File: src/logic/fop_pkg.sv
// Shared constants for the offset-programming and retransmit FIFO controller.
// Assumes a single clock domain; both FIFO ports and the register bus share it.
package fop_pkg;
   // Default geometry.
   localparam int unsigned DEPTH_DEF       = 64;
   localparam int unsigned DATA_W          = 18;
   localparam int unsigned NARROW_W        = 9;
   localparam int unsigned OFS_STORE_W     = 36;
   localparam int unsigned OFS_PTR_W       = 3;
   // Offset word sequence: last index of each register, per input/output width.
   localparam logic [2:0]  OFS_LAST_E_WIDE = 3'h1;
   localparam logic [2:0]  OFS_LAST_F_WIDE = 3'h3;
   localparam logic [2:0]  OFS_LAST_E_NARR = 3'h2;
   localparam logic [2:0]  OFS_LAST_F_NARR = 3'h5;
   localparam logic [2:0]  OFS_IDX_FIRST   = 3'h0;
   // Offsets loaded at master reset.
   localparam logic [35:0] EMPTY_OFS_RST   = 36'h0_0000_0007;
   localparam logic [35:0] FULL_OFS_RST    = 36'h0_0000_0007;
   // Retransmit setup length in clock cycles, the same for both latency settings.
   localparam logic [1:0]  RETX_SETUP_CYC  = 2'h2;
   // Register map, byte addresses.
   localparam logic [7:0]  ADR_CTRL        = 8'h00;
   localparam logic [7:0]  ADR_STATUS      = 8'h04;
   localparam logic [7:0]  ADR_PTRS        = 8'h08;
   localparam logic [7:0]  ADR_EOFS        = 8'h0c;
   localparam logic [7:0]  ADR_FOFS        = 8'h10;
   // Control register fields.
   localparam int unsigned CTRL_IW18_BIT   = 0;
   localparam int unsigned CTRL_OW18_BIT   = 1;
   localparam logic [1:0]  CTRL_RST        = 2'h3;
   // Retransmit setup state.
   typedef enum logic [1:0] {
      FOP_RUN   = 2'b01,
      FOP_SETUP = 2'b10
   } fop_rx_state_t;
endpackage

File: src/logic/fop_fifo_ctrl.sv
// FIFO controller with parallel offset load/read-back and retransmit.
// Assumes pins are synchronous to clock and the register bus is classic Wishbone.
//
// Register access over Wishbone and the register offsets were left to the implementer.
`timescale 1ns/100ps
`default_nettype none
module fop_fifo_ctrl #(
   parameter int unsigned DEPTH = fop_pkg::DEPTH_DEF
) (
   input  wire logic                 clock,                        // System clock.
   input  wire logic                 reset,                        // Async reset, high.
   input  wire logic                 master_reset_n,               // Master reset, low.
   input  wire logic                 partial_reset_n,              // Partial reset, low.
   input  wire logic                 fallthrough_select_serial_in, // Mode strap.
   input  wire logic                 retransmit_latency_select,    // Latency strap.
   input  wire logic                 serial_program_select,        // Method strap, high serial.
   input  wire logic                 offset_load_select_n,         // Offset access, low.
   input  wire logic                 write_enable_n,               // Write enable, low.
   input  wire logic                 read_enable_n,                // Read enable, low.
   input  wire logic                 retransmit_request_n,         // Retransmit, low.
   input  wire logic [17:0]          data_in,                      // Write data.
   output logic      [17:0]          data_out,                     // Read data register.
   output logic                      empty_flag_n,                 // Standard empty.
   output logic                      full_flag_n,                  // Standard full.
   output logic                      output_ready_n,               // Fall-through ready.
   output logic                      input_ready_n,                // Fall-through ready.
   output logic                      half_full_flag_n,             // Half full, low.
   output logic                      almost_empty_flag_n,          // Almost empty, low.
   output logic                      almost_full_flag_n,           // Almost full, low.
   input  wire logic                 wb_cyc_i,                     // Bus cycle.
   input  wire logic                 wb_stb_i,                     // Bus strobe.
   input  wire logic                 wb_we_i,                      // Bus write.
   input  wire logic [7:0]           wb_adr_i,                     // Byte address.
   input  wire logic [3:0]           wb_sel_i,                     // Byte enables.
   input  wire logic [31:0]          wb_dat_i,                     // Write data.
   output logic      [31:0]          wb_dat_o,                     // Read data.
   output logic                      wb_ack_o                      // Acknowledge.
);
   localparam int unsigned AW = $clog2(DEPTH);
   localparam logic [AW:0] DEPTH_C = (AW+1)'(DEPTH);
   localparam logic [AW:0] HALF_C  = (AW+1)'(DEPTH / 2);
   localparam logic [AW:0] ONE_C   = (AW+1)'(1);

   if (DEPTH < 4 || (1 << AW) != DEPTH || AW > 20) begin : g_chk
      $error("DEPTH must be a power of two from 4 to 2**20");
   end

   logic [17:0]          mem_r [DEPTH];
   logic [AW:0]          wptr_r, rptr_r, wptr_nxt, rptr_nxt, cnt, cnt_nxt;
   logic [35:0]          ofs_r [2];
   logic [2:0]           ofs_wptr_r, ofs_rptr_r;
   logic [1:0]           ctrl_r;
   logic                 first_word_fallthrough_mode_r, zero_lat_r, serial_r;
   logic                 ovalid_r;
   logic [1:0]           setup_cnt_r;
   fop_pkg::fop_rx_state_t rx_state_r;
   logic                 pae_ok_r, paf_ok_r;
   logic [1:0]           pae_pipe_r, paf_pipe_r;
   logic                 pae_s1_r, paf_s1_r;
   logic                 sync_rst, busy;
   logic                 do_wr, do_rd, ofs_wr, ofs_rd, rt_start, setup_done, fw_drain;
   logic                 e_done, f_done, prog_start;
   logic [2:0]           last_e_w, last_f_w, last_f_r;
   logic [35:0]          wr_mask, wr_word, rd_word;

   // Selects the offset register and bit position of one offset word.
   function automatic logic [5:0] part_pos(input logic [2:0] idx, input logic wide);
      logic [5:0] sh;
      sh = 6'h00;
      if (wide) begin
         sh = idx[0] ? 6'(fop_pkg::DATA_W) : 6'h00;
      end else begin
         unique case (idx)
            3'h1, 3'h4: sh = 6'(fop_pkg::NARROW_W);
            3'h2, 3'h5: sh = 6'(2 * fop_pkg::NARROW_W);
            default:    sh = 6'h00;
         endcase
      end
      return sh;
   endfunction

   function automatic logic part_reg(input logic [2:0] idx, input logic wide);
      return wide ? idx[1] : (idx > 3'h2);
   endfunction

   assign sync_rst = !master_reset_n || !partial_reset_n;
   assign busy     = (rx_state_r == fop_pkg::FOP_SETUP);
   assign cnt      = wptr_r - rptr_r;
   assign last_e_w = ctrl_r[fop_pkg::CTRL_IW18_BIT] ? fop_pkg::OFS_LAST_E_WIDE
                                                    : fop_pkg::OFS_LAST_E_NARR;
   assign last_f_w = ctrl_r[fop_pkg::CTRL_IW18_BIT] ? fop_pkg::OFS_LAST_F_WIDE
                                                    : fop_pkg::OFS_LAST_F_NARR;
   assign last_f_r = ctrl_r[fop_pkg::CTRL_OW18_BIT] ? fop_pkg::OFS_LAST_F_WIDE
                                                    : fop_pkg::OFS_LAST_F_NARR;

   always_comb begin
      ofs_wr     = !sync_rst && !serial_r && !offset_load_select_n && !write_enable_n;
      ofs_rd     = !sync_rst && !offset_load_select_n && !read_enable_n;
      // memory write only with load select high
      do_wr      = !sync_rst && offset_load_select_n && !write_enable_n && (cnt != DEPTH_C);
      // retransmit sampled low on the edge
      rt_start   = !sync_rst && !retransmit_request_n && !busy;
      setup_done = busy && (setup_cnt_r == 2'h1);
      fw_drain   = 1'b0;
      if (first_word_fallthrough_mode_r) begin
         // fall-through refill of the output register
         do_rd    = !sync_rst && !rt_start && !busy && (cnt != '0) && !ofs_rd &&
                    (!ovalid_r || (offset_load_select_n && !read_enable_n));
         fw_drain = ovalid_r && offset_load_select_n && !read_enable_n && (cnt == '0);
      end else begin
         // every standard read needs read enable
         do_rd    = !sync_rst && !rt_start && !busy && (cnt != '0) &&
                    offset_load_select_n && !read_enable_n;
      end
      wptr_nxt = do_wr ? wptr_r + ONE_C : wptr_r;
      rptr_nxt = do_rd ? rptr_r + ONE_C : rptr_r;
      if (rt_start) begin
         rptr_nxt = zero_lat_r ? ONE_C : '0;
      end
      if (sync_rst) begin
         wptr_nxt = '0;
         rptr_nxt = '0;
      end
      cnt_nxt    = wptr_nxt - rptr_nxt;
      wr_mask    = ctrl_r[fop_pkg::CTRL_IW18_BIT] ? 36'h0_0003_ffff : 36'h0_0000_01ff;
      wr_mask    = wr_mask << part_pos(ofs_wptr_r, ctrl_r[fop_pkg::CTRL_IW18_BIT]);
      wr_word    = {18'h0_0000, data_in} << part_pos(ofs_wptr_r,
                                                     ctrl_r[fop_pkg::CTRL_IW18_BIT]);
      rd_word    = ofs_r[part_reg(ofs_rptr_r, ctrl_r[fop_pkg::CTRL_OW18_BIT])] >>
                   part_pos(ofs_rptr_r, ctrl_r[fop_pkg::CTRL_OW18_BIT]);
      e_done     = ofs_wr && (ofs_wptr_r == last_e_w);
      f_done     = ofs_wr && (ofs_wptr_r == last_f_w);
      prog_start = ofs_wr && (ofs_wptr_r == fop_pkg::OFS_IDX_FIRST);
   end

   // straps caught while master reset is held
   always_ff @(posedge clock or posedge reset) begin
      if (reset) begin
         first_word_fallthrough_mode_r     <= 1'b0;
         zero_lat_r <= 1'b0;
         serial_r   <= 1'b0;
      end else if (!master_reset_n) begin
         first_word_fallthrough_mode_r     <= fallthrough_select_serial_in;
         zero_lat_r <= !retransmit_latency_select;
         serial_r   <= serial_program_select;
      end
   end

   always_ff @(posedge clock) begin
      if (do_wr) begin
         mem_r[wptr_r[AW-1:0]] <= data_in;
      end
   end

   always_ff @(posedge clock or posedge reset) begin
      if (reset) begin
         wptr_r <= '0;
         rptr_r <= '0;
      end else begin
         wptr_r <= wptr_nxt;
         rptr_r <= rptr_nxt;
      end
   end

   always_ff @(posedge clock or posedge reset) begin
      if (reset) begin
         ofs_wptr_r <= fop_pkg::OFS_IDX_FIRST;
         ofs_rptr_r <= fop_pkg::OFS_IDX_FIRST;
         ofs_r[0]   <= fop_pkg::EMPTY_OFS_RST;
         ofs_r[1]   <= fop_pkg::FULL_OFS_RST;
      end else if (!master_reset_n) begin
         ofs_wptr_r <= fop_pkg::OFS_IDX_FIRST;
         ofs_rptr_r <= fop_pkg::OFS_IDX_FIRST;
         ofs_r[0]   <= fop_pkg::EMPTY_OFS_RST;
         ofs_r[1]   <= fop_pkg::FULL_OFS_RST;
      end else if (partial_reset_n) begin
         if (ofs_wr) begin
            // four or six words per full load
            ofs_r[part_reg(ofs_wptr_r, ctrl_r[fop_pkg::CTRL_IW18_BIT])] <=
               (ofs_r[part_reg(ofs_wptr_r, ctrl_r[fop_pkg::CTRL_IW18_BIT])] & ~wr_mask) |
               (wr_word & wr_mask);
            ofs_wptr_r <= (ofs_wptr_r == last_f_w) ? fop_pkg::OFS_IDX_FIRST
                                                   : ofs_wptr_r + 3'h1;
         end
         if (ofs_rd) begin
            ofs_rptr_r <= (ofs_rptr_r == last_f_r) ? fop_pkg::OFS_IDX_FIRST
                                                   : ofs_rptr_r + 3'h1;
         end
      end
   end

   always_ff @(posedge clock or posedge reset) begin
      if (reset) begin
         rx_state_r  <= fop_pkg::FOP_RUN;
         setup_cnt_r <= 2'h0;
      end else if (sync_rst) begin
         rx_state_r  <= fop_pkg::FOP_RUN;
         setup_cnt_r <= 2'h0;
      end else begin
         unique case (rx_state_r)
            fop_pkg::FOP_RUN: begin
               if (rt_start) begin
                  rx_state_r  <= fop_pkg::FOP_SETUP;
                  setup_cnt_r <= fop_pkg::RETX_SETUP_CYC;
               end
            end
            fop_pkg::FOP_SETUP: begin
               setup_cnt_r <= setup_cnt_r - 2'h1;
               if (setup_done) begin
                  rx_state_r <= fop_pkg::FOP_RUN;
               end
            end
         endcase
      end
   end

   // Output register; offset read-back takes priority over memory data.
   always_ff @(posedge clock or posedge reset) begin
      if (reset) begin
         data_out <= 18'h0_0000;
         ovalid_r <= 1'b0;
      end else if (sync_rst) begin
         data_out <= 18'h0_0000;
         ovalid_r <= 1'b0;
      end else if (ofs_rd) begin
         data_out <= ctrl_r[fop_pkg::CTRL_OW18_BIT] ? rd_word[17:0]
                                                    : {9'h000, rd_word[8:0]};
      end else if (rt_start) begin
         ovalid_r <= 1'b0;
         if (zero_lat_r) begin
            // first word loaded on the initiating edge
            data_out <= mem_r[0];
         end
      end else if (setup_done && first_word_fallthrough_mode_r && zero_lat_r) begin
         ovalid_r <= 1'b1;
      end else if (do_rd) begin
         data_out <= mem_r[rptr_r[AW-1:0]];
         ovalid_r <= 1'b1;
      end else if (fw_drain) begin
         ovalid_r <= 1'b0;
      end
   end

   // flag validity from the start of programming
   always_ff @(posedge clock or posedge reset) begin
      if (reset) begin
         pae_ok_r   <= 1'b1;
         paf_ok_r   <= 1'b1;
         pae_pipe_r <= 2'h0;
         paf_pipe_r <= 2'h0;
      end else if (!master_reset_n) begin
         pae_ok_r   <= 1'b1;
         paf_ok_r   <= 1'b1;
         pae_pipe_r <= 2'h0;
         paf_pipe_r <= 2'h0;
      end else begin
         pae_pipe_r <= {pae_pipe_r[0], e_done};
         paf_pipe_r <= {paf_pipe_r[0], f_done};
         if (prog_start) begin
            pae_ok_r <= 1'b0;
            paf_ok_r <= 1'b0;
         end else begin
            if (pae_pipe_r[1]) begin
               pae_ok_r <= 1'b1;
            end
            if (paf_pipe_r[1]) begin
               paf_ok_r <= 1'b1;
            end
         end
      end
   end

   // half-full at once, almost flags through two stages
   always_ff @(posedge clock or posedge reset) begin
      if (reset) begin
         half_full_flag_n    <= 1'b1;
         pae_s1_r            <= 1'b0;
         paf_s1_r            <= 1'b1;
         almost_empty_flag_n <= 1'b0;
         almost_full_flag_n  <= 1'b1;
      end else if (sync_rst) begin
         half_full_flag_n    <= 1'b1;
         pae_s1_r            <= 1'b0;
         paf_s1_r            <= 1'b1;
         almost_empty_flag_n <= 1'b0;
         almost_full_flag_n  <= 1'b1;
      end else begin
         half_full_flag_n    <= !(cnt_nxt > HALF_C);
         // Full-width compares, so a large offset cannot wrap the threshold.
         pae_s1_r            <= 36'(cnt_nxt) > ofs_r[0];
         paf_s1_r            <= ({1'b0, ofs_r[1]} + 37'(cnt_nxt)) < 37'(DEPTH_C);
         // A programming start masks both flags on its own edge.
         almost_empty_flag_n <= (pae_ok_r && !prog_start) ? pae_s1_r : 1'b0;
         almost_full_flag_n  <= (paf_ok_r && !prog_start) ? paf_s1_r : 1'b1;
      end
   end

   // empty low during setup in standard mode (held high in fall-through); output-ready high during setup
   always_ff @(posedge clock or posedge reset) begin
      if (reset) begin
         empty_flag_n   <= 1'b0;
         full_flag_n    <= 1'b1;
         output_ready_n <= 1'b1;
         input_ready_n  <= 1'b1;
      end else if (sync_rst || rt_start || (busy && !setup_done)) begin
         empty_flag_n   <= first_word_fallthrough_mode_r;
         full_flag_n    <= 1'b1;
         output_ready_n <= 1'b1;
         input_ready_n  <= !first_word_fallthrough_mode_r;
      end else begin
         empty_flag_n   <= first_word_fallthrough_mode_r ? 1'b1 : (cnt_nxt != '0) || (zero_lat_r && setup_done);
         full_flag_n    <= first_word_fallthrough_mode_r ? 1'b1 : (cnt_nxt != DEPTH_C);
         output_ready_n <= first_word_fallthrough_mode_r ? !(do_rd || (ovalid_r && !fw_drain) ||
                                      (setup_done && zero_lat_r)) : 1'b1;
         input_ready_n  <= first_word_fallthrough_mode_r ? (cnt_nxt == DEPTH_C) : 1'b1;
      end
   end

   // Wishbone slave: one wait state, ack for one cycle, unmapped reads zero.
   always_ff @(posedge clock or posedge reset) begin
      if (reset) begin
         wb_ack_o <= 1'b0;
         wb_dat_o <= 32'h0000_0000;
         ctrl_r   <= fop_pkg::CTRL_RST;
      end else begin
         wb_ack_o <= wb_cyc_i && wb_stb_i && !wb_ack_o;
         wb_dat_o <= 32'h0000_0000;
         if (wb_cyc_i && wb_stb_i && !wb_ack_o) begin
            if (wb_we_i && wb_sel_i[0] && wb_adr_i == fop_pkg::ADR_CTRL) begin
               ctrl_r <= wb_dat_i[1:0];
            end
            if (!wb_we_i) begin
               unique case (wb_adr_i)
                  fop_pkg::ADR_CTRL:   wb_dat_o <= {30'h0000_0000, ctrl_r};
                  fop_pkg::ADR_STATUS: wb_dat_o <= {18'h0_0000, busy, serial_r,
                                          zero_lat_r, first_word_fallthrough_mode_r, paf_ok_r, pae_ok_r,
                                          empty_flag_n, full_flag_n, output_ready_n,
                                          input_ready_n, half_full_flag_n,
                                          almost_empty_flag_n, almost_full_flag_n, ovalid_r};
                  fop_pkg::ADR_PTRS:   wb_dat_o <= {2'h0, ofs_rptr_r, ofs_wptr_r, 3'h0,
                                          21'(cnt)};
                  fop_pkg::ADR_EOFS:   wb_dat_o <= ofs_r[0][31:0];
                  fop_pkg::ADR_FOFS:   wb_dat_o <= ofs_r[1][31:0];
                  default:             wb_dat_o <= 32'h0000_0000;
               endcase
            end
         end
      end
   end
endmodule // fop_fifo_ctrl
`default_nettype wire

File: config.mk
export PLATFORM = sky130hd
export DESIGN_NAME = fop_fifo_ctrl
export DESIGN_NICKNAME = d
export VERILOG_FILES = /design/src/logic/fop_pkg.sv /design/src/logic/fop_fifo_ctrl.sv
export SDC_FILE = /design/constraint.sdc
export NUM_CORES = 2
export LEC_CHECK = 0
export ABC_AREA = 1
export BUFFER_PORTS_ARGS = -buffer_cell sky130_fd_sc_hd__buf_2
export CAP_MARGIN = 20
export CORE_MARGIN = 3
export CORE_UTILIZATION = 55
export DETAILED_ROUTE_END_ITERATION = 16
export HOLD_SLACK_MARGIN = 0.03
export PLACE_DENSITY = 0.77
export SYNTH_ARGS = -nofsm -noshare
export SYNTH_HDL_FRONTEND = slang
export SYNTH_SLANG_ARGS = --single-unit
File: constraint.sdc
create_clock -name clock -period 9.9 [get_ports clock]
set_input_delay 0.99 -clock clock [delete_from_list [all_inputs] [get_ports clock]]
set_output_delay 0.99 -clock clock [all_outputs]
set_load 0.03 [all_outputs]
-- Word-level counts from Yosys, hierarchy flattened
Memories as Yosys holds them, arrays and structs flattened.
Index checks and enable logic that the tools add are counted.
- register bits: 168
- memories kept: 1
- word-level logic and storage cells: 254
- bits in writable memories: 1152
- input bits: 76
- memories (name ; depth ; bits a word ; rd ports ; clocked after memory_dff ; write ports ; RTL line ; RTL):
    mem_r ; 64 ; 18 ; 2 ; 0 ; 1 ; fop_fifo_ctrl.sv:48 ; logic [17:0] mem_r [DEPTH];
- equal/unequal tests: 31
- bitwise gates (word level): 6
- reductions and logical operators: 81
- $add $sub $neg: 8
- shifts and indexed selects: 3
- magnitude comparators: 8
- muxes and demuxes: 87
- operators by type and width (cell ; count):
    36-bit 2-to-1 mux ; 7
    72-bit 2-to-1 mux ; 3
    32-bit one-hot mux with 5 select lines ; 1
    18-bit 2-to-1 mux ; 8
    36-bit AND ; 2
    72-bit bitwise mux ; 1
    18-bit by 6-bit left shift with 36-bit output ; 2
    32-bit 2-to-1 mux ; 2
    36-bit by 7-bit adder with 37-bit output ; 1
    1-bit logical AND ; 37
    37-bit by 7-bit < comparator with 1-bit output, second input constant ; 1
    36-bit demux with 1-bit select ; 1
    7-bit by 36-bit > comparator with 1-bit output ; 1
    36-bit inverter ; 1
    36-bit bitwise OR ; 1
    36-bit by 6-bit right shift with 18-bit output ; 1
    7-bit 2-to-1 mux ; 5
    1-bit 2-to-1 mux ; 34
    3-bit 2-to-1 mux ; 10
    1-bit zero test ; 20
    5-bit 2-to-1 mux ; 4
    5-bit one-hot mux with 2 select lines ; 2
    8-bit by 4-bit equality test with 1-bit output, second input constant ; 2
    7-bit by 1-bit adder with 7-bit output, second input constant ; 2
    other kinds (37) ; 75

-- Depth between registers and ports, before layout
- depth after elaboration: 20
- depth in mapped cells: 45
- mapped depth without buffers: 42

-- Worst setup path after synthesis
Ideal clock, no wire load.
- path kind: register to register
- start point: reg rptr_r[3]
- end point: reg paf_s1_r
- arrival time: 5.972 ns
- buffers on the path: 3
- period minus slack after synthesis: 6.035 ns
- stages on the path, launching flop included: 39
- slack: 3.865 ns
- setup time: 0.063 ns
- data required time: 9.837 ns
- cells stage by stage: dfrtp_1 inv_1 buf_2 buf_1 clkbuf_1 ha_1 nand2_1 nand2_1 nand2_1 nand3_1 nand2_1 nand2_1 nand3_1 nand2_1 nor2_2 nand3_2 nor2_1 nor4_1 (+3 left out) nand3_1 nand3_1 nand2_1 ha_1 inv_1 o21bai_1 nor2_1 o21ai_2 inv_1 o21ai_0 nand2_1 inv_1 nand2_1 nor2_1 nand2_1 nor2_1 nand3_1 nand2_1
- RTL lines (what ; RTL line ; RTL):
    from (decl) ; fop_fifo_ctrl.sv:49 ; logic [AW:0] wptr_r, rptr_r, wptr_nxt, rptr_nxt, cnt, cnt_nxt;
    from (signal assigned) ; fop_fifo_ctrl.sv:161 ; rptr_r <= rptr_nxt;
    7-bit subtractor ; fop_fifo_ctrl.sv:88 ; assign cnt = wptr_r - rptr_r;
    7-bit inequality test ; fop_fifo_ctrl.sv:100 ; do_wr = !sync_rst && offset_load_select_n && !write_enable_n && (cnt != DEPTH_C);
    1-bit logical AND ; fop_fifo_ctrl.sv:100 ;
    7-bit 2-to-1 mux ; fop_fifo_ctrl.sv:115 ; wptr_nxt = do_wr ? wptr_r + ONE_C : wptr_r;
    7-bit 2-to-1 mux ; fop_fifo_ctrl.sv:120 ; if (sync_rst) begin
    via wptr_nxt[5] ; fop_fifo_ctrl.sv:49 ;
    7-bit subtractor ; fop_fifo_ctrl.sv:124 ; cnt_nxt = wptr_nxt - rptr_nxt;
    36-bit by 7-bit adder with 37-bit output ; fop_fifo_ctrl.sv:291 ; paf_s1_r <= ({1'b0, ofs_r[1]} + 37'(cnt_nxt)) < 37'(DEPTH_C);
    37-bit by 7-bit < comparator with 1-bit output ; fop_fifo_ctrl.sv:291 ;
    1-bit 2-to-1 mux ; fop_fifo_ctrl.sv:281 ; end else if (sync_rst) begin
    to (signal assigned) ; fop_fifo_ctrl.sv:291 ;
    to (decl) ; fop_fifo_ctrl.sv:59 ; logic pae_s1_r, paf_s1_r;
The timed path passes the listed nets, and every way through them passes these cells.
A chain may end at the register's enable or synchronous reset.

-- Worst setup path after layout
- start point: reg rptr_r[2]
- end point: reg paf_s1_r
Same word-level chain as after synthesis.

==> metrics <==
outcome=finished, final reports clean; number of vias after detailed routing=42400; first-pass GRT wire length=approximately 250000 µm; gate count after technology mapping=roughly 5200; ys async rst share=0.127; CP Capture Type=flip-flop; average instance area after synthesis=between 10 and 15 µm²; Max VDD drop=roughly 210 µV; Worst EP arrival=7.98 ns; number of placement rows=approximately 120; net count after synthesis=5349; part of the Yosys area used for sequential elements=0.680; final critical-path setup slack=approximately 2.6 ns; power density normalized to cell area=185 mW/mm²; Core Util, Final=0.624; HP Class=in2async; transition at the pin with the smallest max-transition slack=1.19 ns; post-cts gate resize count=0; leading cell types in the layout, fill and taps excluded=sky130_fd_sc_hd__nand2_1 (1256), sky130_fd_sc_hd__edfxtp_1 (1152), sky130_fd_sc_hd__nand3_1 (658); Fin Clk Skew=about 0.033 ns; final instance area=approximately 0.064 mm²; largest net degree at the start of global routing=about 220; count of boundary I/O pins=134; sum of overflow across all layers after global routing=0; GRT Total Usage=0.311; initial cell density of the core=0.558; CTS sink cnt=1320; data required time of the critical path=10.59 ns; Die Y-Extent=approximately 330 µm; number of flops mapped to enable cells by yosys=between 1000 and 1500; netlist area before placement=0.0571 mm²; maximum clock frequency=around 0.14 GHz; Hold Fails Final Rpt=0; number of setup violations in the final report=0; area of the die=0.108 mm²; number of buffers on the longest clock path=3; part of the cycle the worst path needs=0.736; Avg Vias per Cell=6.27; Post-CTS Hold Buffers=0; fraction of layout cells with a size suffix above 1=0.0950; post-CTS setup repair buffer count=0; Antenna Violating Nets Remaining=0; time the final worst path needs with I/O delays and setup=approximately 7.3 ns; cell with the most instances on the worst path=sky130_fd_sc_hd__nand2_1; class of the most critical setup path=reg2reg; number of flip-flops and latches in the synthesized netlist=between 1000 and 1500; leading register cell type out of synthesis=sky130_fd_sc_hd__edfxtp_1; total number of H-tree levels=4; first drt pass iteration count=8; maximum fanout along the worst path=43; antenna violations before repair=7; Top Family by Delay on Critical Path=simple AND/OR/NAND/NOR gates; worst slew slack as a fraction of its limit=0.207; clock tree from TritonCTS=built; Critical path buffers and inverters=6; Unique masters post-synth=59; signed area change from the synthesized netlist to the final layout=11.9%; vias in the first global route=between 30000 and 40000; YS warnings=0; number of slew-limit violations in the final report=0; Placement Setup Slack=between 2 and 2.5 ns; aggregate routed wire length=roughly 170000 µm; core area=approximately 0.1 mm²; total of buffers placed on input and output ports=100; worst hold-check slack=between 0.4 and 0.5 ns; chip width=328 µm; Placed Cells incl. Taps=between 6000 and 7000; total power consumption of the routed design=around 12 mW; RSZ-0062 raised after global routing=false; Static Leak=23.4 nW; Max-Cap Viols=0; detailed placer's ending HPWL=between 100000 and 150000 µm; leading cell type in the layout, fill and taps excluded=sky130_fd_sc_hd__nand2_1; source-to-sink clock delay at the later pin of the worst-skew pair=a little under 0.8 ns; clock transition at the register clock pins on the worst setup and hold paths after CTS=approximately 0.060 ns; iteration-0 DRC count of the detailed router=6717; placed standard-cell area=approximately 0.059 mm²; maximum cell stage delay along the critical path=0.84 ns; Clk Tree Root Cell=sky130_fd_sc_hd__clkbuf_16; number of buffers created by CTS=around 140; number of nets in the finished design=roughly 5400; post-detailed-route wirelength per cell=25.2 µm; Final Non-Filler Cells=roughly 6800; setup_tns=0 ns; startpoint types=flip-flop; final RePlAce weighted congestion=0.993; drt drc=0; worst-path cell with the longest stage delay=sky130_fd_sc_hd__dfrtp_4
[report_power, final]
| group | total [mW] | internal (mW) | switching, mW |
|---|---|---|---|
| clock network | 5.25 | 3.08 | 2.17 |
| logic | 0.498 | 0.112 | 0.386 |
| registers | 6.09 | 6.07 | 0.0164 |
| total | 11.8 | 9.27 | 2.57 |
[flip-flops by register name (all words and copies together) (netlist names), 2 cells and up]
| signal | count |
|---|---|
| setup_cnt_r | 2 |
| mem_r | 1152 |
| ofs_rptr_r | 3 |
| paf_pipe_r | 2 |
| ctrl_r | 2 |
| rx_state_r | 2 |
| rptr_r | 7 |
| pae_pipe_r | 2 |
| data_out | 18 |
| wptr_r | 7 |
| wb_dat_o | 32 |
| ofs_wptr_r | 3 |
| ofs_r | 72 |
[synth_stat cells (all sizes together) (19+ instances only)]
cell,instances,area (µm²)
edfxtp,1152,34600
o22ai,58,363
buf,149,698
clkbuf,155,582
nor2,401,1540
inv,252,946
xor2,21,184
or2,19,119
a22oi,44,330
nand3,659,3300
nor3,30,178
nand4,38,238
nand2,1259,4740
o21ai,390,1960
ha,37,463
o211ai,40,300
a221oi,31,272
a21oi,211,1060
o221ai,31,272
dfrtp,151,3780
[final timing paths]
kind / startpoint / to / slack (ns) / cells past startpoint
min in group clock: retransmit_latency_select / zero_lat_r / 0.42 / 2
worst min-delay path: reset / wb_dat_o[26] / 0.41 / 2
worst max-delay path: rptr_r[2] / paf_s1_r / 2.61 / 39
worst min register to register: pae_pipe_r[0] / pae_pipe_r[1] / 0.45 / 2
max in group asynchronous: reset / ofs_r[61] / 7.87 / 3
worst max register to register: rptr_r[2] / paf_s1_r / 2.61 / 39
[kinds of logic (layout without fill, tap and decap cells)]
family	count (synthesis)	in the layout	synth area share
xor gates and xnor gates	21	21	0.00322
buffers and inverters	560	716	0.0393
adders and majority gates	39	39	0.00881
AOI/OAI and AO/OA	874	874	0.0897
and+or+nand+nor	2420	2420	0.179
DFF	1320	1320	0.680
other	0	3	0
[layout make-up]
| cell class | instances | area (µm²) |
|---|---|---|
| Clock buffer | 173 | 3630 |
| Antenna cell | 3 | 7.51 |
| Fill cell | 7570 | 38500 |
| Tap cell | 1368 | 1710 |
| Multi-Input combinational cell | 3354 | 16100 |
| Sequential cell | 1320 | 38800 |
| Clock inverter | 71 | 953 |
| Timing Repair Buffer | 216 | 1610 |
| Inverter | 256 | 983 |
[per-layer routing]
| layer | GRT usage | up-vias | share of wire |
|---|---|---|---|
| met5 | 0 | - | 0.00026 |
| met4 | 0.172 | 6 | 0.060 |
| met3 | 0.0686 | 533 | 0.12 |
| met2 | 0.470 | 2897 | 0.45 |
| met1 | 0.422 | 20300 | 0.36 |
| li1 | - | 18700 | - |
[worst reg2reg max path, delay by kind of cell, from the launching register on]
kind | cells | cell delay [ns]
DFF | 1 | 0.84
AOI/OAI and AO/OA | 7 | 1.47
and+or+nand+nor | 23 | 2.78
buffers and inverters | 6 | 0.93
adders and majority gates | 3 | 1.21
No activity file was read; power rests on OpenSTA's default activity.
